==> config.mk <==
export PLATFORM = sky130hd
export DESIGN_NAME = gte_timer
export DESIGN_NICKNAME = d
export VERILOG_FILES = /design/src/hdl/gte_prescale.v /design/src/hdl/gte_timer.v
export VERILOG_INCLUDE_DIRS = /design/src /design/src/hdl
export SDC_FILE = /design/constraint.sdc
export NUM_CORES = 1
export LEC_CHECK = 0
export ABC_AREA = 1
export BUFFER_PORTS_ARGS = -buffer_cell sky130_fd_sc_hd__buf_4
export CORE_MARGIN = 10
export CORE_UTILIZATION = 55
export CTS_CLUSTER_DIAMETER = 150
export DETAILED_ROUTE_END_ITERATION = 8
export PLACE_DENSITY = 0.72
export SETUP_SLACK_MARGIN = 0.15
export SLEW_MARGIN = 15
export SYNTH_ARGS = -nofsm -noshare
export SYNTH_HDL_FRONTEND = slang
export SYNTH_SLANG_ARGS = --single-unit
==> constraint.sdc <==
create_clock -name clk_in -period 3.1 [get_ports clk_in]
set_clock_uncertainty 0.15 [all_clocks]
set_input_delay 0.31 -clock clk_in [delete_from_list [all_inputs] [get_ports clk_in]]
set_output_delay 0.31 -clock clk_in [all_outputs]
set_load 0.01 [all_outputs]
==> src/hdl/gte_consts.vh <==
// Constants for the general timer with event select
// Notes on behaviour
// - Free-run wraps at max or min value
// - Periodic mode restarts from reload value
// - Count value readable at any time
// - Timer starts on control register write
// - Interrupt at zero down or full up
// - Any write to clear register clears irq_vec_out unless expiry comes in the same cycle
// - Expiry raises interrupt chosen by event field
// - Codes 0 to 17 map interrupts 2 to 19
// - Sub-second bits 6:0 count 0 to 127
// - Hours 31:24, minutes 21:16, seconds 13:8
// - Time layout on reload and count registers
// - Control bit picks periodic or free-run
// - Control bit picks up or down count
// - Selected event copies counter to capture
`ifndef GTE_CONSTS_VH
`define GTE_CONSTS_VH
`define GTE_A_RELOAD   4'h0
`define GTE_A_COUNT    4'h1
`define GTE_A_CTRL     4'h2
`define GTE_A_CLR      4'h3
`define GTE_A_CAPTURE  4'h4
`define GTE_A_STATUS   4'h5
`define GTE_A_MASK     4'h6
`define GTE_A_EVSRC    4'h7
`define GTE_B_PERIODIC 6
`define GTE_B_ENABLE   7
`define GTE_B_UP       8
`define GTE_B_CAPEN    17
`define GTE_ES_HI      16
`define GTE_ES_LO      12
`define GTE_FMT_HI     5
`define GTE_FMT_LO     4
`define GTE_PRE_HI     3
`define GTE_PRE_LO     0
`define GTE_CTRL_MASK  32'h0003f1ff
`define GTE_FMT_HMS    2'h3
`define GTE_PRE_16     4'h4
`define GTE_PRE_256    4'h8
`define GTE_PRE_32K    4'hf
`define GTE_DIV_1      16'h0000
`define GTE_DIV_16     16'h000f
`define GTE_DIV_256    16'h00ff
`define GTE_DIV_32K    16'h7fff
`define GTE_ES_MAX     5'h11
`define GTE_IRQ_BASE   5'h02
`define GTE_SUB_MAX    7'h7f
`define GTE_SM_MAX     6'h3b
`define GTE_HR_MAX     8'hff
`define GTE_ST_EXPIRY  0
`define GTE_ST_CAPTURE 1
`endif

==> src/hdl/gte_prescale.v <==
// Prescale divider giving a one-cycle tick enable
`timescale 1ns/1ps
`include "gte_consts.vh"
module gte_prescale (
  // Clock and reset
  input  wire        clk_in,
  input  wire        rst_in,
  // Control
  input  wire        run_in,
  input  wire        src_tick_in,
  input  wire [3:0]  sel_in,
  // Tick
  output reg         tick_out
);
  reg [15:0] cnt_r;
  reg [15:0] lim;
  always @* begin
    case (sel_in)
      `GTE_PRE_16:  lim = `GTE_DIV_16;
      `GTE_PRE_256: lim = `GTE_DIV_256;
      `GTE_PRE_32K: lim = `GTE_DIV_32K;
      default:      lim = `GTE_DIV_1;
    endcase
  end
  always @(posedge clk_in) begin
    if (rst_in || !run_in) begin
      cnt_r    <= 16'h0000;
      tick_out <= 1'b0;
    end else begin
      tick_out <= 1'b0;
      if (src_tick_in) begin
        if (cnt_r >= lim) begin
          cnt_r    <= 16'h0000;
          tick_out <= 1'b1;
        end else begin
          cnt_r <= cnt_r + 16'h0001;
        end
      end
    end
  end
endmodule

==> src/hdl/gte_timer.v <==
// General timer with event select, Wishbone slave and interrupt
//
// Design decisions made here: the placing of the registers and the Wishbone slave port.
`timescale 1ns/1ps
`include "gte_consts.vh"
module gte_timer (
  // Clock and reset
  input  wire        clk_in,
  input  wire        rst_in,
  // Wishbone slave
  input  wire        wb_cyc_in,
  input  wire        wb_stb_in,
  input  wire        wb_we_in,
  input  wire [5:0]  wb_adr_in,
  input  wire [3:0]  wb_sel_in,
  input  wire [31:0] wb_dat_in,
  output reg  [31:0] wb_dat_out,
  output reg         wb_ack_out,
  // Timer clock source pin and event sources
  input  wire        src_clk_in,
  input  wire [17:0] event_in,
  // Interrupt outputs
  output reg  [19:0] irq_vec_out,
  output reg         irq_out
);
  reg [31:0] reload_value_r;
  reg [31:0] count_value_r;
  reg [31:0] timer_control_r;
  reg [31:0] capture_r;
  reg [1:0]  status_r;
  reg [1:0]  mask_r;
  reg        pend_r;
  reg [2:0]  src_sync_r;
  reg [17:0] ev_s1a_r;
  reg [17:0] ev_s2_r;
  reg [17:0] ev_prev_r;
  wire       tick;
  wire       src_tick;
  wire [4:0] es;
  wire       up;
  wire       hms;
  wire       acc;
  wire       wr;
  wire       rd;
  wire       ev_hit;
  wire       at_end;
  reg [31:0] nxt_val;
  reg [31:0] rd_nxt;

  // Byte-lane merge for writes
  function [31:0] merge;
    input [31:0] old;
    input [31:0] d;
    input [3:0]  s;
    integer i;
    begin
      merge = old;
      for (i = 0; i < 4; i = i + 1)
        if (s[i])
          merge[i*8 +: 8] = d[i*8 +: 8];
    end
  endfunction

  // Time-of-day step with carries
  function [31:0] hms_step;
    input [31:0] v;
    input        dir_up;
    reg   [7:0]  h;
    reg   [5:0]  m;
    reg   [5:0]  s;
    reg   [6:0]  f;
    begin
      h = v[31:24];
      m = v[21:16];
      s = v[13:8];
      f = v[6:0];
      if (dir_up) begin
        if (f != `GTE_SUB_MAX) f = f + 7'h01;
        else begin
          f = 7'h00;
          if (s != `GTE_SM_MAX) s = s + 6'h01;
          else begin
            s = 6'h00;
            if (m != `GTE_SM_MAX) m = m + 6'h01;
            else begin
              m = 6'h00;
              h = h + 8'h01;
            end
          end
        end
      end else begin
        if (f != 7'h00) f = f - 7'h01;
        else begin
          f = `GTE_SUB_MAX;
          if (s != 6'h00) s = s - 6'h01;
          else begin
            s = `GTE_SM_MAX;
            if (m != 6'h00) m = m - 6'h01;
            else begin
              m = `GTE_SM_MAX;
              h = h - 8'h01;
            end
          end
        end
      end
      hms_step = {h, 2'b00, m, 2'b00, s, 1'b0, f};
    end
  endfunction

  // Time-of-day terminal and start values
  function [31:0] hms_full;
    input dummy;
    begin
      hms_full = {`GTE_HR_MAX, 2'b00, `GTE_SM_MAX, 2'b00, `GTE_SM_MAX, 1'b0, `GTE_SUB_MAX};
    end
  endfunction

  assign es  = timer_control_r[`GTE_ES_HI:`GTE_ES_LO];
  assign up  = timer_control_r[`GTE_B_UP];
  assign hms = (timer_control_r[`GTE_FMT_HI:`GTE_FMT_LO] == `GTE_FMT_HMS);
  assign acc = wb_cyc_in && wb_stb_in && !wb_ack_out;
  assign wr  = acc && wb_we_in;
  assign rd  = acc && !wb_we_in;

  // Source pin edge as a tick enable; software picks the 32 kHz source for time format
  assign src_tick = src_sync_r[1] && !src_sync_r[2];

  gte_prescale u_pre (
    .clk_in      (clk_in),
    .rst_in      (rst_in),
    .run_in      (timer_control_r[`GTE_B_ENABLE]),
    .src_tick_in (src_tick),
    .sel_in      (timer_control_r[`GTE_PRE_HI:`GTE_PRE_LO]),
    .tick_out    (tick)
  );

  assign at_end = hms ? (up ? (count_value_r == hms_full(1'b0)) : (count_value_r == 32'h0))
                      : (up ? (count_value_r == 32'hffffffff) : (count_value_r == 32'h0));

  // Next counter value
  always @* begin
    if (at_end) begin
      if (timer_control_r[`GTE_B_PERIODIC])
        nxt_val = reload_value_r;
      else if (up)
        nxt_val = 32'h0;
      else
        nxt_val = hms ? hms_full(1'b0) : 32'hffffffff;
    end else if (hms)
      nxt_val = hms_step(count_value_r, up);
    else
      nxt_val = up ? count_value_r + 32'h1 : count_value_r - 32'h1;
  end

  // Selected event rising edge; codes above range pick nothing
  assign ev_hit = (es <= `GTE_ES_MAX) && ev_s2_r[es] && !ev_prev_r[es];

  always @(posedge clk_in) begin
    if (rst_in) begin
      src_sync_r <= 3'h0;
      ev_s1a_r   <= 18'h0;
      ev_s2_r    <= 18'h0;
      ev_prev_r  <= 18'h0;
    end else begin
      src_sync_r <= {src_sync_r[1:0], src_clk_in};
      ev_s1a_r   <= event_in;
      ev_s2_r    <= ev_s1a_r;
      ev_prev_r  <= ev_s2_r;
    end
  end

  always @(posedge clk_in) begin
    if (rst_in) begin
      reload_value_r  <= 32'h0;
      count_value_r   <= 32'h0;
      timer_control_r <= 32'h0;
      capture_r       <= 32'h0;
      pend_r          <= 1'b0;
    end else begin
      if (wr && wb_adr_in[5:2] == `GTE_A_RELOAD)
        reload_value_r <= merge(reload_value_r, wb_dat_in, wb_sel_in);
      if (wr && wb_adr_in[5:2] == `GTE_A_CTRL) begin
        timer_control_r <= merge(timer_control_r, wb_dat_in, wb_sel_in) & `GTE_CTRL_MASK;
        count_value_r   <= reload_value_r;
      end else if (tick)
        count_value_r <= nxt_val;
      if (timer_control_r[`GTE_B_CAPEN] && ev_hit)
        capture_r <= count_value_r;
      // Expiry wins over a clear in the same cycle
      if (tick && at_end)
        pend_r <= 1'b1;
      else if (wr && wb_adr_in[5:2] == `GTE_A_CLR)
        pend_r <= 1'b0;
    end
  end

  // Sticky status: bit 0 expiry, bit 1 capture; read clears, set wins
  always @(posedge clk_in) begin
    if (rst_in) begin
      status_r <= 2'h0;
      mask_r   <= 2'h0;
    end else begin
      if (wr && wb_adr_in[5:2] == `GTE_A_MASK && wb_sel_in[0])
        mask_r <= wb_dat_in[1:0];
      status_r <= ((rd && wb_adr_in[5:2] == `GTE_A_STATUS) ? 2'h0 : status_r)
                | {timer_control_r[`GTE_B_CAPEN] && ev_hit, tick && at_end};
    end
  end

  always @* begin
    case (wb_adr_in[5:2])
      `GTE_A_RELOAD:  rd_nxt = reload_value_r;
      `GTE_A_COUNT:   rd_nxt = count_value_r;
      `GTE_A_CTRL:    rd_nxt = timer_control_r;
      `GTE_A_CAPTURE: rd_nxt = capture_r;
      `GTE_A_STATUS:  rd_nxt = {30'h0, status_r};
      `GTE_A_MASK:    rd_nxt = {30'h0, mask_r};
      `GTE_A_EVSRC:   rd_nxt = {27'h0, es + `GTE_IRQ_BASE};
      default:        rd_nxt = 32'h0;
    endcase
  end

  always @(posedge clk_in) begin
    if (rst_in) begin
      wb_ack_out  <= 1'b0;
      wb_dat_out  <= 32'h0;
      irq_vec_out <= 20'h0;
      irq_out     <= 1'b0;
    end else begin
      wb_ack_out  <= acc;
      wb_dat_out  <= rd ? rd_nxt : 32'h0;
      irq_out     <= |(status_r & mask_r);
      irq_vec_out <= 20'h0;
      // Pending expiry drives the interrupt line picked by the event field
      if (pend_r && es <= `GTE_ES_MAX)
        irq_vec_out[es + `GTE_IRQ_BASE] <= 1'b1;
    end
  end
endmodule

==> results by group, run 1 <==
Synthesis
  – Post-synth ARST share: 0
  – Top cell type's share of synthesized area: 0.3583
  – Synth Cell Area: 13,630 sq um
  – Number of flops mapped to enable cells by yosys: 0
  – YS warnings: 0
  – Seq cells post-synth: between 200 and 250
  – Mapped Cells: 2,054
  – Sequential share of the synthesized area: 0.3583
  – Count of cell types in the netlist: 46
  – Post-synth top cells: 456 x nand2_1, 287 x inv_1, 268 x nor2_1
  – Area leader, netlist: dfxtp_1
  – Count leader, synth: nand2_1
  – Largest cells by area after synthesis: dfxtp_1 36%, nand2_1 13%, inv_1 7.9%
  – Primary flip-flop cell chosen by synthesis mapping: dfxtp_1
  – Net Count, Synth: roughly 2,200
  – Syn avg cell area: approximately 6.6 sq um

Global route
  – Global route overflow: 0
  – Number of global-route vias before repair: 13,180
  – Largest net degree at the start of global routing: about 90
  – Initial antenna violation count: 0
  – GRT Total Usage: 0.2635
  – First-pass GRT wire length: 68,490 um

Hold path
  – Min-Delay Path Class: input pin to flip-flop

Drt
  – Post-route ant nets: 0
  – Residual DRC count: 0
  – Final WL: between 40,000 and 50,000 um
  – Vias: about 14,000
  – Drt initial violations: roughly 1,300
  – Detailed Routing Iterations Pass 1: 6
  – Vias per std cell: 5.558
  – Average wire per standard cell: 16.86 um

STA
  – Unrepaired setup endpoints after global routing: no
  – Final hold viol count: 0
  – Tmin final: around 2700 ps
  – PnR worst setup slack: 366.9 ps
  – Max Fclk: about 370 MHz
  – Slew HR: 0.3583
  – Total Neg Setup Slack: 0 ps
  – Final setup violation count: 0
  – Slew Viols, Final: 0
  – Slew @ Worst Pin: 962.6 ps
  – Period Utilization, post-route: 0.8816

Power and ir drop
  – Clock network power share: 0.455
  – Lkg Pwr: about 7.4 nW
  – Comb pwr share: 0.095
  – Internal power: about 0.0053 W
  – PD cells: 435.9 nW/um^2
  – Sequential Power Share: 0.450
  – Net Sw Power: approximately 0.0018 W
  – VDD IR-drop max: 0.0005423 V
  – Sw Ratio: 0.2484

Status
  – Status: complete, no violations

Setup path
  – Crit path largest cell delay: 390 ps
  – Required time of the critical path: 3330 ps
  – CP Class: flip-flop to flip-flop
  – Crit Path Max Fanout: 8
  – Crit path arrival time: just under 3000 ps
  – CP dominant cell by count: nand2_1
  – Startpoint types: flip-flop
  – CP cell instances: inv_1 -> ha_1 -> nand4_1 -> nor2_1 -> nand3_2 -> nand2_2 -> buf_4 -> nand2_1 -> o21ai_0 -> nand3_1 -> nand2_1 -> a21oi_1
  – Critical path endpoint category: flip-flop
  – Slowest CP cell: nor2_1

Clocking
  – Worst-path clk slew: roughly 70 ps
  – H-tree levels: 1
  – CTS sink cnt: about 240
  – Root buffer cell: clkbuf_16
  – CTS max path bufs: 3
  – CTS tree: done
  – Clk_lat worst skew: approximately 550 ps
  – Num CTS Buffers: 26

Layout
  – Layout cells sized above 1: 0.1016
  – Fill count: 2,177
  – Diode count: 0
  – Final nets: approximately 2,300
  – Area growth syn-to-layout: 19.27%
  – Final core utilization: 0.6667

Floorplan
  – Core area: around 24,000 sq um
  – Die Area: approximately 31,000 sq um
  – Die width: ~180 um
  – Initial Util: 0.5589
  – Boundary Pins: 120
  – Die height: 177.4 um
  – Cell row count: between 50 and 60

Place
  – Post-DP HPWL: around 31,000 um
  – I/O Buffers: ~120
  – Post-place setup slack: between 300 and 400 ps
  – GP Congestion: roughly 0.96

Job
  – Max cap viols: 0
==> critical path, delay by kind of cell, from the launching register on <==
kind	cells	cell delay (ps)
compound gates	2	140
fa+ha+maj	1	260
buf+inv	2	400
flops	1	350
simple gates	7	1270
==> cell type report <==
| class | count | area, sq um | area share |
|---|---|---|---|
| clock buffers | 39 | 809.5 | 0.04978 |
| clock inverters | 9 | 98.84 | 0.006079 |
| inverters | 299 | 1125 | 0.06918 |
| multi-input cells | 1436 | 7289 | 0.4483 |
| flip-flops and latches | 244 | 4886 | 0.3005 |
| well taps | 324 | 405.4 | 0.02493 |
| repair buffers | 198 | 1647 | 0.1013 |
==> layer usage <==
layer  up-vias  routed length, um  share of wire  global-route usage
li1       6958                  -              -                   -
met1      6519              18080           0.42              0.3379
met4         0               1651          0.038             0.09656
met2       568              20220           0.47              0.4419
met3       122               3027          0.070             0.03719
met5         -                  0              0                   0
==> kinds of logic after synthesis <==
group                      count (synthesis)  synth area share
buffers and inverters                    374            0.1097
adders and majority gates                 58           0.05433
and+or+nand+nor                          921            0.2798
DFF                                      244            0.3583
xor gates and xnor gates                  40           0.02570
AOI/OAI and AO/OA                        417            0.1722
==> through the flow <==
stage | cell area (sq um) | cells | total power (W) | hold WS [ps]
5_1_grt | 16260 | 2549 | 0.007316 | 67.82
4_1_cts | 16230 | 2549 | 0.007095 | 25.74
6_report | 16260 | 2549 | 0.007087 | 40.62
2_1_floorplan | 13630 | 2054 | 0.003665 | 238.3
3_5_place_dp | 14780 | 2447 | 0.003857 | 242.3
3_3_place_gp | 14780 | 2447 | 0.003850 | 242.2
==> final timing paths <==
check,startpoint,end,slack (ps),cells past startpoint
worst max-delay path,count_value_r[1],count_value_r[17],370,12
worst min-delay path,wb_we_in,status_r[0],40,5
worst max register to register,count_value_r[1],count_value_r[17],370,12
worst min register to register,ev_s1a_r[8],ev_s2_r[8],250,2
==> layout by cell type, fill, tap and decap left out, types with 4 or more instances in the layout <==
cell	instances
nand3_1	129
inv_1	287
a22oi_1	8
nor2_2	6
nand2_2	4
a211oi_1	7
clkbuf_16	26
buf_4	142
dfxtp_1	243
a221oi_1	9
o211ai_1	11
nor3_1	17
inv_2	7
o22ai_1	26
o21ai_0	110
nand3b_1	9
a31oi_1	5
dlygate4sd3_1	54
nand4_1	15
a21oi_1	206
ha_1	56
clkinv_1	4
xor2_1	24
clkbuf_8	11
o221ai_1	22
o21bai_1	5
xnor2_1	16
nand2_1	454
nor2_1	266
==> state kept, by name, summed over array words and instances, names as in the netlist <==
name             cells
pend_r               1
u_pre.cnt_r         16
u_pre.tick_out       1
status_r             2
src_sync_r           3
ev_s1a_r            18
irq_vec_out         20
capture_r           32
ev_prev_r           18
timer_control_r     15
ev_s2_r             18
wb_ack_out           1
irq_out              1
wb_dat_out          32
mask_r               2
count_value_r       32
reload_value_r      32
==> power groups by stage <==
stage          clock network, W  logic, W  registers (W)
2_1_floorplan                 0  0.000414        0.00325
3_3_place_gp                  0  0.000594        0.00326
3_5_place_dp                  0  0.000599        0.00326
4_1_cts                 0.00325  0.000657        0.00319
5_1_grt                 0.00338  0.000748        0.00319
6_report                0.00322  0.000674        0.00319
==> what timing repair did <==
action                                  in CTS  in global routing
resized for setup                            0                  9
hold endpoints to repair                    71                  0
hold buffers                                54                  0
buffers inserted                             0                  0
endpoints found under the setup margin       0                 24
Note: power is estimated with default switching activity, not from simulation.
==> run 2: changes to the inputs <==
--- a/config.mk
+++ b/config.mk
@@ -10,10 +10,12 @@
 export BUFFER_PORTS_ARGS = -buffer_cell sky130_fd_sc_hd__buf_4
 export CORE_MARGIN = 10
 export CORE_UTILIZATION = 55
+export CTS_BUF_LIST = sky130_fd_sc_hd__clkbuf_4 sky130_fd_sc_hd__clkbuf_8
 export CTS_CLUSTER_DIAMETER = 150
 export DETAILED_ROUTE_END_ITERATION = 8
 export PLACE_DENSITY = 0.72
 export SETUP_SLACK_MARGIN = 0.15
+export SKIP_CTS_REPAIR_TIMING = 1
 export SLEW_MARGIN = 15
 export SYNTH_ARGS = -nofsm -noshare
 export SYNTH_HDL_FRONTEND = slang
==> results by group, run 2 (synthesis gave the netlist of run 1 again) <==
Clocking
  – Worst-path clk slew: 60 ps
  – Num CTS Buffers: 40
  – H-tree levels: 2
  – Root buffer cell: clkbuf_8
  – CTS max path bufs: 3
  – Clk_lat worst skew: roughly 560 ps
  – CTS sink cnt: 244
  – CTS tree: done

Floorplan
  – Initial Util: 0.5589
  – Boundary Pins: between 100 and 150
  – Core area: between 20,000 and 25,000 sq um
  – Die height: approximately 180 um
  – Cell row count: 57
  – Die Area: 31,490 sq um
  – Die width: between 150 and 200 um

Setup path
  – Crit Path Max Fanout: 8
  – Required time of the critical path: 3330 ps
  – CP Class: flip-flop to flip-flop
  – Startpoint types: flip-flop
  – Critical path endpoint category: flip-flop
  – Crit path arrival time: 2950 ps

Power and ir drop
  – PD cells: between 400 and 500 nW/um^2
  – Lkg Pwr: approximately 7.4 nW
  – VDD IR-drop max: roughly 0.00047 V

Drt
  – Top sig layer: met4
  – Routed length on met1: 17,930 um
  – Detailed Routing Iterations Pass 1: 6
  – Met3 wire len: 3212 um
  – Final WL: 42,590 um
  – Vias: 14,060
  – Met2 WL: ~20,000 um
  – Vias per std cell: 5.474
  – Drt initial violations: 1,349
  – Average wire per standard cell: about 17 um
  – Residual DRC count: 0
  – Post-route ant nets: 0

Layout
  – Post-route cell area: about 16,000 sq um
  – Final core utilization: 0.6631
  – Commonest non-fill, non-tap cells in the layout: 454 x nand2_1, 287 x inv_1, 266 x nor2_1, 243 x dfxtp_1, 206 x a21oi_1
  – Diode count: 0
  – Commonest non-fill, non-tap cell in the layout: nand2_1
  – Layout cells sized above 1: 0.1119
  – Final nets: 2,339
  – Area growth syn-to-layout: 18.64%

STA
  – Period Utilization, post-route: 0.8770
  – Slew HR: 0.3728
  – Unrepaired setup endpoints after global routing: no
  – Tmin final: 2719 ps
  – Final setup violation count: 0
  – Max Fclk: 367.8 MHz
  – Total Neg Setup Slack: 0 ps
  – Hold_ws: -72.77 ps
  – Slew @ Worst Pin: approximately 940 ps
  – PnR worst setup slack: around 380 ps
  – Slew Viols, Final: 0
  – Final hold viol count: 3

Global route
  – GRT Total Usage: 0.2573
  – Global route overflow: 0
  – First-pass GRT wire length: between 60,000 and 70,000 um
  – Initial antenna violation count: 0
  – Largest net degree at the start of global routing: 89
  – Number of global-route vias before repair: ~13,000

Place
  – Post-Place Cell Area: about 15,000 sq um
  – Post-DP HPWL: just over 30,000 um
  – I/O Buffers: approximately 120
  – Post-place setup slack: roughly 300 ps
  – GP Congestion: approximately 0.96

Status
  – Status: finished with violations
  – Failing checks: hold timing

Hold path
  – Min-Delay Path Class: input pin to flip-flop

Job
  – Max cap viols: 0
==> run 2: layer usage <==
layer,vias up,track usage
met4,0,0.1021
met2,574,0.4225
met5,-,0
met1,6387,0.3311
li1,6988,-
met3,109,0.04186
==> run 2: worst max-delay path, stage by stage (launching register included) <==
cell and delay [ps]:
dfxtp_2 350, inv_1 170, ha_1 260, nand4_1 130, nor2_1 380, nand3_2 250
nand2_2 270, buf_4 210, nand2_1 60, o21ai_0 70, nand3_1 90, nand2_1 90
a21oi_1 60
==> run 2: cell type report <==
type                            count  area [sq um]
Sequential cell                   244          4886
Tap cell                          324         405.4
Clock buffer                       61         795.8
Timing Repair Buffer              194          1607
Fill cell                        2235          8217
Inverter                          299          1125
Multi-Input combinational cell   1436          7289
Clock inverter                     10         66.31
==> run 2: final timing paths <==
kind / from / to / slack, ps / cells after the start
min: wb_dat_in[21] / reload_value_r[21] / -70 / 3
max reg2reg: count_value_r[1] / count_value_r[17] / 380 / 12
min reg2reg: ev_s1a_r[15] / ev_s2_r[15] / 250 / 2
max: count_value_r[1] / count_value_r[17] / 380 / 12
==> run 2: through the flow <==
stage	instances	hold slack, ps	power (W)
2_1_floorplan	2054	238.3	0.003665
3_3_place_gp	2447	242.2	0.003850
3_5_place_dp	2447	242.3	0.003857
4_1_cts	2518	-204.8	0.006790
5_1_grt	2568	2.123	0.007071
6_report	2568	-72.77	0.006815
==> run 2: where the power goes <==
part / leakage [nW] / switching [W] / internal (W)
sequential: 1.98 / 0.0000171 / 0.00317
combinational: 4.96 / 0.000412 / 0.000255
clock: 0.455 / 0.00131 / 0.00165
==> run 3: changes to the inputs <==
--- a/config.mk
+++ b/config.mk
@@ -8,12 +8,14 @@
 export LEC_CHECK = 0
 export ABC_AREA = 1
 export BUFFER_PORTS_ARGS = -buffer_cell sky130_fd_sc_hd__buf_4
+export CELL_PAD_IN_SITES_DETAIL_PLACEMENT = 0
+export CELL_PAD_IN_SITES_GLOBAL_PLACEMENT = 1
 export CORE_MARGIN = 10
-export CORE_UTILIZATION = 55
+export CORE_UTILIZATION = 44
 export CTS_BUF_LIST = sky130_fd_sc_hd__clkbuf_4 sky130_fd_sc_hd__clkbuf_8
 export CTS_CLUSTER_DIAMETER = 150
 export DETAILED_ROUTE_END_ITERATION = 8
-export PLACE_DENSITY = 0.72
+export PLACE_DENSITY = 0.8
 export SETUP_SLACK_MARGIN = 0.15
 export SKIP_CTS_REPAIR_TIMING = 1
 export SLEW_MARGIN = 15
==> results by group, run 3 (synthesis gave the netlist of run 1 again) <==
Floorplan
  – Die width: 196.0 um
  – Boundary Pins: 120
  – Die height: between 150 and 200 um
  – Cell row count: 64
  – Core area: around 31,000 sq um
  – Initial Util: 0.4457
  – Die Area: slightly below 40,000 sq um

Place
  – Cell count after placement: roughly 2,500
  – GP Congestion: 0.9076
  – Post-DP HPWL: 33,490 um
  – I/O Buffers: approximately 120
  – Post-Place Cell Area: about 15,000 sq um

Drt
  – Final WL: roughly 45,000 um
  – Vias: approximately 14,000
  – Detailed Routing Iterations Pass 1: 5
  – Drt initial violations: about 1,100
  – Post-route ant nets: 0
  – Residual DRC count: 0
  – Vias per std cell: between 5 and 6
  – Average wire per standard cell: between 15 and 20 um

STA
  – Unrepaired setup endpoints after global routing: yes
  – Total Neg Setup Slack: 0 ps
  – Period Utilization, post-route: 0.8749
  – Hold_ws: -19.32 ps
  – Slew Viols, Final: 0
  – Tmin final: 2712 ps
  – Slew @ Worst Pin: 970.8 ps
  – Max Fclk: around 370 MHz
  – Final setup violation count: 0
  – Slew HR: 0.3528
  – Final hold viol count: 2

Setup path
  – Critical path endpoint category: flip-flop
  – Crit Path Max Fanout: 48
  – Startpoint types: flip-flop
  – Crit path arrival time: around 3000 ps
  – Required time of the critical path: 3420 ps
  – CP Class: flip-flop to flip-flop

Power and ir drop
  – Sequential Power Share: 0.444
  – PD cells: between 400 and 500 nW/um^2
  – Net Sw Power: 0.001867 W
  – Comb pwr share: 0.095
  – VDD IR-drop max: roughly 0.00035 V
  – Internal power: roughly 0.0053 W
  – Lkg Pwr: 7.458 nW
  – Sw Ratio: 0.2598
  – Clock network power share: 0.462

Global route
  – First-pass GRT wire length: slightly below 70,000 um
  – Largest net degree at the start of global routing: 89
  – Initial antenna violation count: 0
  – Global route overflow: 0
  – GRT Total Usage: 0.2218
  – Number of global-route vias before repair: between 10,000 and 15,000

Layout
  – Area growth syn-to-layout: 20.37%
  – Commonest non-fill, non-tap cell in the layout: nand2_1
  – Area of the multi-input gates: approximately 7300 sq um
  – Post-route cell area: ~16,000 sq um
  – Non-filler cells, final: ~2,700
  – Final nets: around 2,300
  – Diode count: 0
  – FF/Latch Area: 4885 sq um
  – Layout cells sized above 1: 0.1144
  – Commonest non-fill, non-tap cells in the layout: 454 x nand2_1, 286 x inv_1, 265 x nor2_1, 244 x dfxtp_1, 206 x a21oi_1
  – Fill count: 3,104

Clocking
  – Num CTS Buffers: 43
  – CTS tree: done
  – Root buffer cell: clkbuf_8
  – CTS sink cnt: 244
  – CTS max path bufs: 3
  – Worst-path clk slew: approximately 60 ps
  – H-tree levels: 2
  – Clk_lat worst skew: roughly 600 ps

Job
  – Max cap viols: 0

Hold path
  – Min-Delay Path Class: input pin to flip-flop

Status
  – Failing checks: hold timing
  – Status: finished with violations
==> run 3: through the flow <==
stage	total power [W]	setup WS, ps	utilization
6_report	0.007188	387.8	0.5364
5_1_grt	0.007477	165.3	0.5364
3_5_place_dp	0.003872	134.9	0.4867
4_1_cts	0.007194	110.6	0.5184
2_1_floorplan	0.003665	356.3	-
3_3_place_gp	0.003866	226.8	0.4867
==> run 3: final cells by class <==
class | instances | share of cell area
sequential | 244 | 0.2977
timing repair buffer | 197 | 0.1005
inverter | 299 | 0.06840
clock inverter | 15 | 0.008845
clock buffer | 64 | 0.05025
multi-input combinational | 1436 | 0.4441
tap | 396 | 0.03019
==> run 3: final timing paths <==
path                  startpoint             to  slack, ps  cells past startpoint
min                 wb_adr_in[4]  wb_dat_out[4]        -20                      4
min reg2reg          ev_s1a_r[4]     ev_s2_r[4]        250                      2
max reg2reg  timer_control_r[12]   capture_r[0]        390                     10
max          timer_control_r[12]   capture_r[0]        390                     10
==> run 3: routing by layer <==
| layer | vias to the layer above | routed length (um) | global-route usage |
|---|---|---|---|
| met3 | 81 | 2448 | 0.03922 |
| li1 | 7021 | - | - |
| met2 | 398 | 21540 | 0.3630 |
| met5 | - | 0 | 0 |
| met4 | 0 | 1307 | 0.07749 |
| met1 | 6366 | 20070 | 0.2873 |
==> run 3: critical path, cell delays in order (launching register included) <==
cell and delay (ps):
dfxtp_1 420, inv_2 120, nor2_1 490, inv_1 130, o21ai_0 200, a31oi_1 120
nor2_4 420, buf_12 290, nand3_1 100, nand2_1 80, nor2_1 40
==> run 3: power groups by stage <==
stage | Clock [W] | Combinational, W | Sequential [W]
finish | 0.00332 | 0.000680 | 0.00319
global placement | 0 | 0.000608 | 0.00326
global route | 0.00353 | 0.000758 | 0.00319
detailed placement | 0 | 0.000613 | 0.00326
floorplan | 0 | 0.000414 | 0.00325
CTS | 0.00339 | 0.000616 | 0.00319
